==> config.mk <==
export PLATFORM = sky130hd
export DESIGN_NAME = uart_rx_format
export DESIGN_NICKNAME = d
export VERILOG_FILES = /design/src/rtl/uart_rx_fmt_pkg.sv /design/src/rtl/uart_rx_format.sv
export VERILOG_INCLUDE_DIRS = /design/src /design/src/rtl
export SDC_FILE = /design/constraint.sdc
export NUM_CORES = 1
export LEC_CHECK = 0
export BUFFER_PORTS_ARGS = -buffer_cell sky130_fd_sc_hd__buf_2
export CORE_ASPECT_RATIO = 1.1
export CORE_MARGIN = 2
export CORE_UTILIZATION = 25
export DETAILED_ROUTE_END_ITERATION = 8
export GPL_ROUTABILITY_DRIVEN = 0
export GPL_TIMING_DRIVEN = 1
export PLACE_DENSITY = 0.36
export SLEW_MARGIN = 5
export SYNTH_ARGS = -nofsm -noshare
export SYNTH_HDL_FRONTEND = slang
export SYNTH_SLANG_ARGS = --single-unit
==> constraint.sdc <==
create_clock -name clk -period 5 [get_ports clk]
set_clock_uncertainty 0.2 [all_clocks]
set_input_delay 0.5 -clock clk [delete_from_list [all_inputs] [get_ports clk]]
set_output_delay 0.5 -clock clk [all_outputs]
set_load 0.02 [all_outputs]
==> src/rtl/uart_rx_fmt_defs.svh <==
// constants for the receive format and baud divisor block
// assumes inclusion by the package and the design file
`ifndef UART_RX_FMT_DEFS_SVH
`define UART_RX_FMT_DEFS_SVH

// ----------------------------------------
// register byte addresses
// ----------------------------------------
`define ADDR_RX_FORMAT      8'h1C
`define ADDR_DIV_INT        8'h24
`define ADDR_DIV_FRAC       8'h28
`define ADDR_CTRL           8'h30
`define ADDR_STATUS         8'h34
`define ADDR_IRQ_STATUS     8'h38
`define ADDR_IRQ_ENABLE     8'h3C
`define ADDR_IRQ_CLEAR      8'h40
`define ADDR_RX_DATA        8'h44

// ----------------------------------------
// field positions
// ----------------------------------------
`define FMT_PARITY_ON       1
`define FMT_EVEN_SELECT     2
`define FMT_TWO_STOP        3
`define FMT_QUEUE_ON        4
`define FMT_WLEN_LO         5
`define FMT_WLEN_HI         6
`define FMT_STICK           7
`define FMT_MASK            32'h0000_00FE
`define DIV_INT_MASK        32'h0000_FFFF
`define DIV_FRAC_MASK       32'h0000_003F
`define CTRL_OVERSAMPLE     0
`define STAT_EMPTY          0
`define STAT_FULL           1
`define IRQ_RECEIVED        0
`define IRQ_PARITY_ERR      1
`define IRQ_FRAME_ERR       2
`define IRQ_OVERRUN         3

// ----------------------------------------
// sizes and timing
// ----------------------------------------
`define OVS_NORMAL          5'h10
`define OVS_FAST            5'h08
`define FIFO_DEPTH          8
`define FIFO_PTR_W          3
`define FIFO_CNT_W          4
`define AXI_RESP_OKAY       2'h0
`define AXI_RESP_SLVERR     2'h2

`endif

==> src/rtl/uart_rx_fmt_pkg.sv <==
// types for the receive format and baud divisor block
// assumes the defines header for sizes
`include "uart_rx_fmt_defs.svh"

package uart_rx_fmt_pkg;

	typedef enum logic [2:0] {
		IDLE,
		START,
		DATA,
		PARITY,
		STOP1,
		STOP2
	} rx_state_e;

	typedef struct packed {
		logic [31:0]                  format;
		logic [15:0]                  divisor_whole_part;
		logic [5:0]                   divisor_fraction_part;
		logic [15:0]                  divIntAct;
		logic [5:0]                   divFracAct;
		logic                         oversample;
		logic                         ovsAct;
		logic [3:0]                   irqStatus;
		logic [3:0]                   irqEnable;
		logic                         irq;
		rx_state_e                    state;
		logic [15:0]                  baudCnt;
		logic [6:0]                   fracAcc;
		logic [4:0]                   tick;
		logic [2:0]                   bitIdx;
		logic [7:0]                   shift;
		logic                         parityBad;
		logic                         frameBad;
		logic [7:0]                   hold;
		logic [`FIFO_DEPTH-1:0][9:0]  fifoMem;
		logic [`FIFO_PTR_W-1:0]       wrPtr;
		logic [`FIFO_PTR_W-1:0]       rdPtr;
		logic [`FIFO_CNT_W-1:0]       count;
		logic                         empty;
		logic                         awvalidTaken;
		logic                         wvalidTaken;
		logic [7:0]                   awaddr;
		logic [31:0]                  wdata;
		logic [3:0]                   wstrb;
		logic                         awready;
		logic                         wready;
		logic                         bvalid;
		logic [1:0]                   bresp;
		logic                         arready;
		logic                         rvalid;
		logic [31:0]                  rdata;
		logic [1:0]                   rresp;
		logic                         rxd;
	} state_s;

endpackage

==> src/rtl/uart_rx_format.sv <==
// receive framing, line format and baud divisor registers of a serial port
// assumes AXI4-Lite master on clk, receive line synchronous to clk
//
// Our own choice: register access over AXI4-Lite.
`timescale 1ns/100ps
`include "uart_rx_fmt_defs.svh"

// Notes on behaviour
// - parity even when select set, else odd
// - two stop checked when select set
// - queue on buffers, else single holding
// - word length field selects five to eight
// - stick with even expects parity zero
// - stick with odd expects parity one
// - oversample select zero gives sixteen ticks
// - oversample select one gives eight ticks
// - sixteen bit whole part in low bits
// - six bit fraction field resets zero
// - empty flag follows holding or queue
module uart_rx_format (
	input  wire logic        clk,
	input  wire logic        arst_n,
	input  wire logic        rxLine,
	input  wire logic [7:0]  awaddr,
	input  wire logic        awvalid,
	output logic             awready,
	input  wire logic [31:0] wdata,
	input  wire logic [3:0]  wstrb,
	input  wire logic        wvalid,
	output logic             wready,
	output logic [1:0]       bresp,
	output logic             bvalid,
	input  wire logic        bready,
	input  wire logic [7:0]  araddr,
	input  wire logic        arvalid,
	output logic             arready,
	output logic [31:0]      rdata,
	output logic [1:0]       rresp,
	output logic             rvalid,
	input  wire logic        rready,
	output logic             irq
);

	uart_rx_fmt_pkg::state_s s_reg;
	uart_rx_fmt_pkg::state_s s_next;

	function automatic logic [31:0] merge(input logic [31:0] old, input logic [31:0] nw, input logic [3:0] be);
		logic [31:0] r;
		r = old;
		for (int i = 0; i < 4; i++) begin
			if (be[i]) begin
				r[i*8 +: 8] = nw[i*8 +: 8];
			end
		end
		return r;
	endfunction

	function automatic logic [3:0] wordBits(input logic [1:0] wl);
		return 4'(wl) + 4'h5;
	endfunction

	// ----------------------------------------
	// next state
	// ----------------------------------------
	logic        tickHit;
	logic [4:0]  ovsTicks;
	logic [4:0]  midTick;
	logic        charDone;
	logic        expParity;
	logic [7:0]  dataAligned;
	logic        wrGo;
	logic        rdGo;
	logic [31:0] wr;
	logic        popData;
	logic        queueOn;
	logic [3:0]  events;

	always_comb begin
		s_next = s_reg;
		charDone = 1'b0;
		events = 4'h0;
		queueOn = s_reg.format[`FMT_QUEUE_ON];
		s_next.rxd = rxLine;
		ovsTicks = s_reg.ovsAct ? `OVS_FAST : `OVS_NORMAL;
		midTick = ovsTicks >> 1;
		// baud tick: divisor whole part plus fractional carry
		tickHit = 1'b0;
		if (s_reg.state == uart_rx_fmt_pkg::IDLE) begin
			s_next.baudCnt = 16'h0000;
			s_next.fracAcc = 7'h00;
			s_next.tick = 5'h00;
		end else if (s_reg.baudCnt + 16'h0001 >= s_reg.divIntAct + 16'(s_reg.fracAcc[6])) begin
			s_next.baudCnt = 16'h0000;
			s_next.fracAcc = {1'b0, s_reg.fracAcc[5:0]} + {1'b0, s_reg.divFracAct};
			tickHit = 1'b1;
		end else begin
			s_next.baudCnt = s_reg.baudCnt + 16'h0001;
		end
		expParity = s_reg.format[`FMT_STICK] ? ~s_reg.format[`FMT_EVEN_SELECT]
			: (^s_reg.shift) ^ ~s_reg.format[`FMT_EVEN_SELECT];
		dataAligned = s_reg.shift >> (4'h8 - wordBits(s_reg.format[`FMT_WLEN_HI:`FMT_WLEN_LO]));
		if (tickHit) begin
			s_next.tick = (s_reg.tick + 5'h01 == ovsTicks) ? 5'h00 : s_reg.tick + 5'h01;
		end
		case (s_reg.state)
			uart_rx_fmt_pkg::IDLE: begin
				s_next.parityBad = 1'b0;
				s_next.frameBad = 1'b0;
				s_next.shift = 8'h00;
				if (!s_reg.rxd) begin
					s_next.state = uart_rx_fmt_pkg::START;
				end
			end
			uart_rx_fmt_pkg::START: begin
				if (tickHit && s_reg.tick == midTick - 5'h01) begin
					s_next.tick = 5'h00;
					s_next.bitIdx = 3'h0;
					s_next.state = s_reg.rxd ? uart_rx_fmt_pkg::IDLE : uart_rx_fmt_pkg::DATA;
				end
			end
			uart_rx_fmt_pkg::DATA: begin
				if (tickHit && s_reg.tick == ovsTicks - 5'h01) begin
					s_next.shift = {s_reg.rxd, s_reg.shift[7:1]};
					s_next.bitIdx = s_reg.bitIdx + 3'h1;
					if (4'(s_reg.bitIdx) + 4'h1 == wordBits(s_reg.format[`FMT_WLEN_HI:`FMT_WLEN_LO])) begin
						s_next.state = s_reg.format[`FMT_PARITY_ON] ? uart_rx_fmt_pkg::PARITY : uart_rx_fmt_pkg::STOP1;
					end
				end
			end
			uart_rx_fmt_pkg::PARITY: begin
				if (tickHit && s_reg.tick == ovsTicks - 5'h01) begin
					s_next.parityBad = (s_reg.rxd != expParity);
					s_next.state = uart_rx_fmt_pkg::STOP1;
				end
			end
			uart_rx_fmt_pkg::STOP1: begin
				if (tickHit && s_reg.tick == ovsTicks - 5'h01) begin
					s_next.frameBad = ~s_reg.rxd;
					if (s_reg.format[`FMT_TWO_STOP]) begin
						s_next.state = uart_rx_fmt_pkg::STOP2;
					end else begin
						charDone = 1'b1;
						s_next.state = uart_rx_fmt_pkg::IDLE;
					end
				end
			end
			uart_rx_fmt_pkg::STOP2: begin
				if (tickHit && s_reg.tick == ovsTicks - 5'h01) begin
					s_next.frameBad = s_reg.frameBad | ~s_reg.rxd;
					charDone = 1'b1;
					s_next.state = uart_rx_fmt_pkg::IDLE;
				end
			end
			default: begin
				s_next.state = uart_rx_fmt_pkg::IDLE;
			end
		endcase
		// divisor takes effect only between characters
		if (s_reg.state == uart_rx_fmt_pkg::IDLE) begin
			s_next.divIntAct = s_reg.divisor_whole_part;
			s_next.divFracAct = s_reg.divisor_fraction_part;
			s_next.ovsAct = s_reg.oversample;
		end
		// ----------------------------------------
		// bus read
		// ----------------------------------------
		rdGo = arvalid && s_reg.arready;
		popData = 1'b0;
		s_next.arready = 1'b0;
		if (s_reg.rvalid && rready) begin
			s_next.rvalid = 1'b0;
		end
		if (!s_reg.rvalid && !s_reg.arready && !s_next.rvalid && arvalid) begin
			s_next.arready = 1'b1;
		end
		if (rdGo) begin
			s_next.rvalid = 1'b1;
			s_next.rresp = `AXI_RESP_OKAY;
			s_next.rdata = 32'h0000_0000;
			if (araddr == `ADDR_RX_FORMAT) begin
				s_next.rdata = s_reg.format;
			end else if (araddr == `ADDR_DIV_INT) begin
				s_next.rdata = {16'h0000, s_reg.divisor_whole_part};
			end else if (araddr == `ADDR_DIV_FRAC) begin
				s_next.rdata = {26'h000_0000, s_reg.divisor_fraction_part};
			end else if (araddr == `ADDR_CTRL) begin
				s_next.rdata = {31'h0000_0000, s_reg.oversample};
			end else if (araddr == `ADDR_STATUS) begin
				s_next.rdata = {30'h0000_0000, (queueOn ? s_reg.count == `FIFO_CNT_W'(`FIFO_DEPTH) : !s_reg.empty),
					s_reg.empty};
			end else if (araddr == `ADDR_IRQ_STATUS) begin
				s_next.rdata = {28'h000_0000, s_reg.irqStatus};
			end else if (araddr == `ADDR_IRQ_ENABLE) begin
				s_next.rdata = {28'h000_0000, s_reg.irqEnable};
			end else if (araddr == `ADDR_RX_DATA) begin
				s_next.rdata = queueOn ? {22'h00_0000, s_reg.fifoMem[s_reg.rdPtr]} : {24'h00_0000, s_reg.hold};
				popData = !s_reg.empty;
			end else begin
				s_next.rresp = `AXI_RESP_SLVERR;
			end
		end
		// ----------------------------------------
		// bus write
		// ----------------------------------------
		s_next.awready = 1'b0;
		s_next.wready = 1'b0;
		if (awvalid && s_reg.awready) begin
			s_next.awvalidTaken = 1'b1;
			s_next.awaddr = awaddr;
		end
		if (wvalid && s_reg.wready) begin
			s_next.wvalidTaken = 1'b1;
			s_next.wdata = wdata;
			s_next.wstrb = wstrb;
		end
		if (!s_reg.bvalid && !s_next.awvalidTaken && !s_reg.awready && awvalid) begin
			s_next.awready = 1'b1;
		end
		if (!s_reg.bvalid && !s_next.wvalidTaken && !s_reg.wready && wvalid) begin
			s_next.wready = 1'b1;
		end
		if (s_reg.bvalid && bready) begin
			s_next.bvalid = 1'b0;
		end
		wrGo = s_reg.awvalidTaken && s_reg.wvalidTaken && !s_reg.bvalid;
		if (wrGo) begin
			s_next.awvalidTaken = 1'b0;
			s_next.wvalidTaken = 1'b0;
			s_next.bvalid = 1'b1;
			s_next.bresp = `AXI_RESP_OKAY;
			if (s_reg.awaddr == `ADDR_RX_FORMAT) begin
				wr = merge(s_reg.format, s_reg.wdata, s_reg.wstrb);
				s_next.format = wr & `FMT_MASK;
			end else if (s_reg.awaddr == `ADDR_DIV_INT) begin
				wr = merge({16'h0000, s_reg.divisor_whole_part}, s_reg.wdata, s_reg.wstrb);
				s_next.divisor_whole_part = wr[15:0];
			end else if (s_reg.awaddr == `ADDR_DIV_FRAC) begin
				wr = merge({26'h000_0000, s_reg.divisor_fraction_part}, s_reg.wdata, s_reg.wstrb);
				s_next.divisor_fraction_part = wr[5:0];
			end else if (s_reg.awaddr == `ADDR_CTRL) begin
				wr = merge({31'h0000_0000, s_reg.oversample}, s_reg.wdata, s_reg.wstrb);
				s_next.oversample = wr[`CTRL_OVERSAMPLE];
			end else if (s_reg.awaddr == `ADDR_IRQ_ENABLE) begin
				wr = merge({28'h000_0000, s_reg.irqEnable}, s_reg.wdata, s_reg.wstrb);
				s_next.irqEnable = wr[3:0];
			end else if (s_reg.awaddr == `ADDR_IRQ_CLEAR) begin
				wr = merge(32'h0000_0000, s_reg.wdata, s_reg.wstrb);
				s_next.irqStatus = s_reg.irqStatus & ~wr[3:0];
			end else begin
				wr = 32'h0000_0000;
				s_next.bresp = `AXI_RESP_SLVERR;
			end
		end else begin
			wr = 32'h0000_0000;
		end
		// ----------------------------------------
		// receive storage
		// ----------------------------------------
		if (popData) begin
			if (queueOn) begin
				s_next.rdPtr = s_reg.rdPtr + `FIFO_PTR_W'(1);
				s_next.count = s_reg.count - `FIFO_CNT_W'(1);
				s_next.empty = (s_reg.count == `FIFO_CNT_W'(1));
			end else begin
				s_next.empty = 1'b1;
			end
		end
		if (charDone) begin
			events[`IRQ_RECEIVED] = 1'b1;
			events[`IRQ_PARITY_ERR] = s_next.parityBad;
			events[`IRQ_FRAME_ERR] = s_next.frameBad;
			if (queueOn) begin
				if (s_next.count == `FIFO_CNT_W'(`FIFO_DEPTH)) begin
					events[`IRQ_OVERRUN] = 1'b1;
				end else begin
					s_next.fifoMem[s_reg.wrPtr] = {s_next.frameBad, s_next.parityBad, dataAligned};
					s_next.wrPtr = s_reg.wrPtr + `FIFO_PTR_W'(1);
					s_next.count = s_next.count + `FIFO_CNT_W'(1);
					s_next.empty = 1'b0;
				end
			end else begin
				events[`IRQ_OVERRUN] = !s_next.empty;
				s_next.hold = dataAligned;
				s_next.empty = 1'b0;
			end
		end
		// set wins over clear
		s_next.irqStatus = s_next.irqStatus | events;
		s_next.irq = |(s_next.irqStatus & s_next.irqEnable);
	end

	always_ff @(posedge clk or negedge arst_n) begin
		if (!arst_n) begin
			s_reg <= '0;
			s_reg.empty <= 1'b1;
			s_reg.rxd <= 1'b1;
			s_reg.state <= uart_rx_fmt_pkg::IDLE;
		end else begin
			s_reg <= s_next;
		end
	end

	assign awready = s_reg.awready;
	assign wready = s_reg.wready;
	assign bvalid = s_reg.bvalid;
	assign bresp = s_reg.bresp;
	assign arready = s_reg.arready;
	assign rvalid = s_reg.rvalid;
	assign rdata = s_reg.rdata;
	assign rresp = s_reg.rresp;
	assign irq = s_reg.irq;
endmodule // uart_rx_format

==> summary.txt <==
Logic synthesis
  • Top post-synthesis cells by area: dfrtp_1, mux2_2, mux4_2, nand2_1, ha_1
  • Seq cells post-synth: ~260
  • Post-Syn Area: between 10000 and 15000 sq um
  • Synthesis warning total: 0
  • Post-synth EDFFs: 0
  • Main synth FF type: dfrtp_1
  • FFs w/ async S/R, synth: 1.000
  • Post-synth top area share: 0.4895
  • Post-synthesis instance total: 1138
  • Mean Syn Cell Area: 11.45 sq um
  • Synth area leader: dfrtp_1
  • Post-synthesis cell type count: 75
  • Sequential area share after synthesis: 0.4936

Drt
  • Routed wire length: 35650 microns
  • DRT Pass-1 Iters: 8
  • DRC Markers: 4
  • Antenna-violating nets left: 0
  • Vias: 8777
  • DRT iter0 DRCs: 398
  • Avg WL per Cell: 18.50 microns
  • Post-DR vias/cell: between 4 and 5

Critical path
  • CP dominant cell by count: ha_1
  • Max Fanout on Critical Path: 5
  • Worst Setup End Kind: flop
  • Delay-heaviest family, CP: simple AND/OR/NAND/NOR gates
  • CP Launch Type: flop
  • Cells along the critical path: ha_1 > nand3_1 > nor2_2 > and3_1 > and4_1 > nand4_1 > xnor2_2 > ha_1 > o21a_1 > o2bb2ai_1 > or3_1 > o22a_2 > nor3_4 > and3_4 > nor4bb_4 > buf_6 > mux2_2
  • Critical path arrival: 4890 ps
  • CP required: 5210 ps
  • Slowest CP cell: dfrtp_2
  • Setup CP Type: flop to flop
  • WP buf/inv: 1
  • Crit-path max cell delay: about 400 ps

Power and ir drop
  • Leakage Power: 7.246 nW
  • P per Cell Area: 399.9 nW/um^2
  • Total power: 6.195 mW
  • Peak supply drop: 0.0002079 V

Timing
  • Final hold vios: 0
  • Rel. slew slack: 0.2763
  • Tcrit/Tclk final: 0.9375
  • Setup violations, final: 0
  • RSZ-0062 raised after global routing: no
  • Actual slew at the worst max-slew pin: 1086 ps
  • Fin Setup TNS: 0 ps
  • WHS: ~33 ps
  • Final Max Tran Viols: 0
  • Tmin final: 4687 ps
  • Fmax: 213.3 MHz

Flow run
  • Max-cap violation count: 0

Clocking
  • Clk Latency, worst-skew pair: 530 ps
  • Max H-tree Level: 2
  • CTS tree: yes
  • TritonCTS Sinks: 257
  • Num CTS Buffers: 34
  • Clock buffer depth: 3
  • Clk pin slew, worst setup/hold paths: roughly 60 ps
  • CTS root buf: clkbuf_16

Status
  • Failing checks: design-rule violations
  • Status: finished, violations left

Floorplanning
  • Initial Utilization: 0.2537
  • Row cnt: 87
  • Die Height: ~240 microns
  • Core area: 51380 sq um
  • Die Footprint: 53980 sq um
  • Die W: 221.7 microns
  • I/O Pins: 102

Cells and area
  • Post-Layout Inst Area: 15490 sq um
  • Commonest cells after routing, fill and taps aside: dfrtp_1, nand2_1, mux2_2, buf_2, o21ai_0
  • Commonest non-fill, non-tap cell in the layout: dfrtp_1
  • Final nets: roughly 1300
  • Final cell count without fillers: 1927
  • Layout cells sized above 1: 0.2730
  • Synthesis-to-finish area growth: 18.85%
  • Inserted Diodes: 0
  • Max FFs per register: 232

GRT
  • Overflow left after global routing: 0
  • Tot GR Track Use: 0.1328
  • Largest net degree at the start of global routing: 107
  • Initial antenna violation count: 0
  • Vias in the first global route: about 9100
  • Global-route wire length before repair: roughly 56000 microns

Placement
  • Port bufs: 65
  • Placed cells: 1837
  • DP Area: around 14000 sq um
  • Detailed placement HPWL: ~25000 microns

Hold path
  • Min-delay worst type: input port to flop
[logic make-up after synthesis]
group | synth area share
simple gates | 0.1264
flops | 0.4936
mux | 0.1843
compound gates | 0.07794
buf+inv | 0.04607
xor+xnor | 0.03628
fa+ha+maj | 0.03513
other cells | 0.0002877
[layer usage]
layer	up-vias	wire (microns)	global-route usage
li1	4217	-	-
met1	4415	16190	0.1711
met2	101	17850	0.2309
met3	44	968	0.02086
met4	0	641	0.03637
met5	-	0	0
[layout make-up]
type	count	area (sq um)
clock buffers	51	996.0
clock inverters	7	63.81
fillers	5319	35890
inverters	27	101.3
multi-input cells	788	6128
flip-flops and latches	257	6435
well taps	667	834.6
repair buffers	130	933.4
[worst register-to-register path: stages, from the launching register on]
cell       delay [ps]
dfrtp_2           400
ha_1              190
nand3_1           140
nor2_2            180
and3_1            240
and4_1            240
nand4_1           160
xnor2_2           180
ha_1              300
o21a_1            120
o2bb2ai_1         100
or3_1             400
o22a_2            290
nor3_4            260
and3_4            290
nor4bb_4          330
buf_6             200
mux2_2            340
[cells in the mapped netlist (all sizes together) (6+ instances only)]
cell type	instances
a21o	8
a21oi	34
a22o	7
a31oi	7
and3	20
buf	54
clkbuf	30
dfrtp	255
ha	35
inv	27
mux2	137
mux2i	24
mux4	25
nand2	150
nand3	28
nand4	10
nor2	50
nor2b	11
nor3	17
o211ai	6
o21ai	61
xnor2	27
xor2	27
[power by group]
part	total, mW	switching (mW)	internal [mW]
Clock	2.36	0.933	1.42
Sequential	2.56	0.252	2.31
Combinational	1.28	0.774	0.503
[worst paths after layout]
check / startpoint / end / slack, ps / cells after the start
hold reg to reg: rvalid$_DFF_PN0_ / arready$_DFF_PN0_ / 270 / 1
setup / recovery: s_reg[212]$_DFF_PN0_ / s_reg[113]$_DFFE_PN0P_ / 310 / 17
hold / removal: wdata[5] / s_reg[51]$_DFFE_PN0P_ / 30 / 2
setup reg to reg: s_reg[212]$_DFF_PN0_ / s_reg[113]$_DFFE_PN0P_ / 310 / 17
min in group asynchronous: arst_n / s_reg[157]$_DFFE_PN0P_ / 390 / 2
max in group asynchronous: arst_n / s_reg[272]$_DFFE_PN0P_ / 2970 / 3
[metrics by stage]
stage | setup slack [ps] | util
floorplan | 761.1 | -
global route | 16.72 | 0.3015
detailed placement | 63.17 | 0.2742
finish | 312.5 | 0.3015
CTS | 49.42 | 0.2998
global placement | 121.6 | 0.2742
[timing repair]
action	CTS	global route
endpoints found under the hold margin	127	0
endpoints found under the setup margin	0	50
hold buffers	26	0
setup buffers	0	4
resized for setup	0	13
No activity file was read; power rests on OpenSTA's default activity.
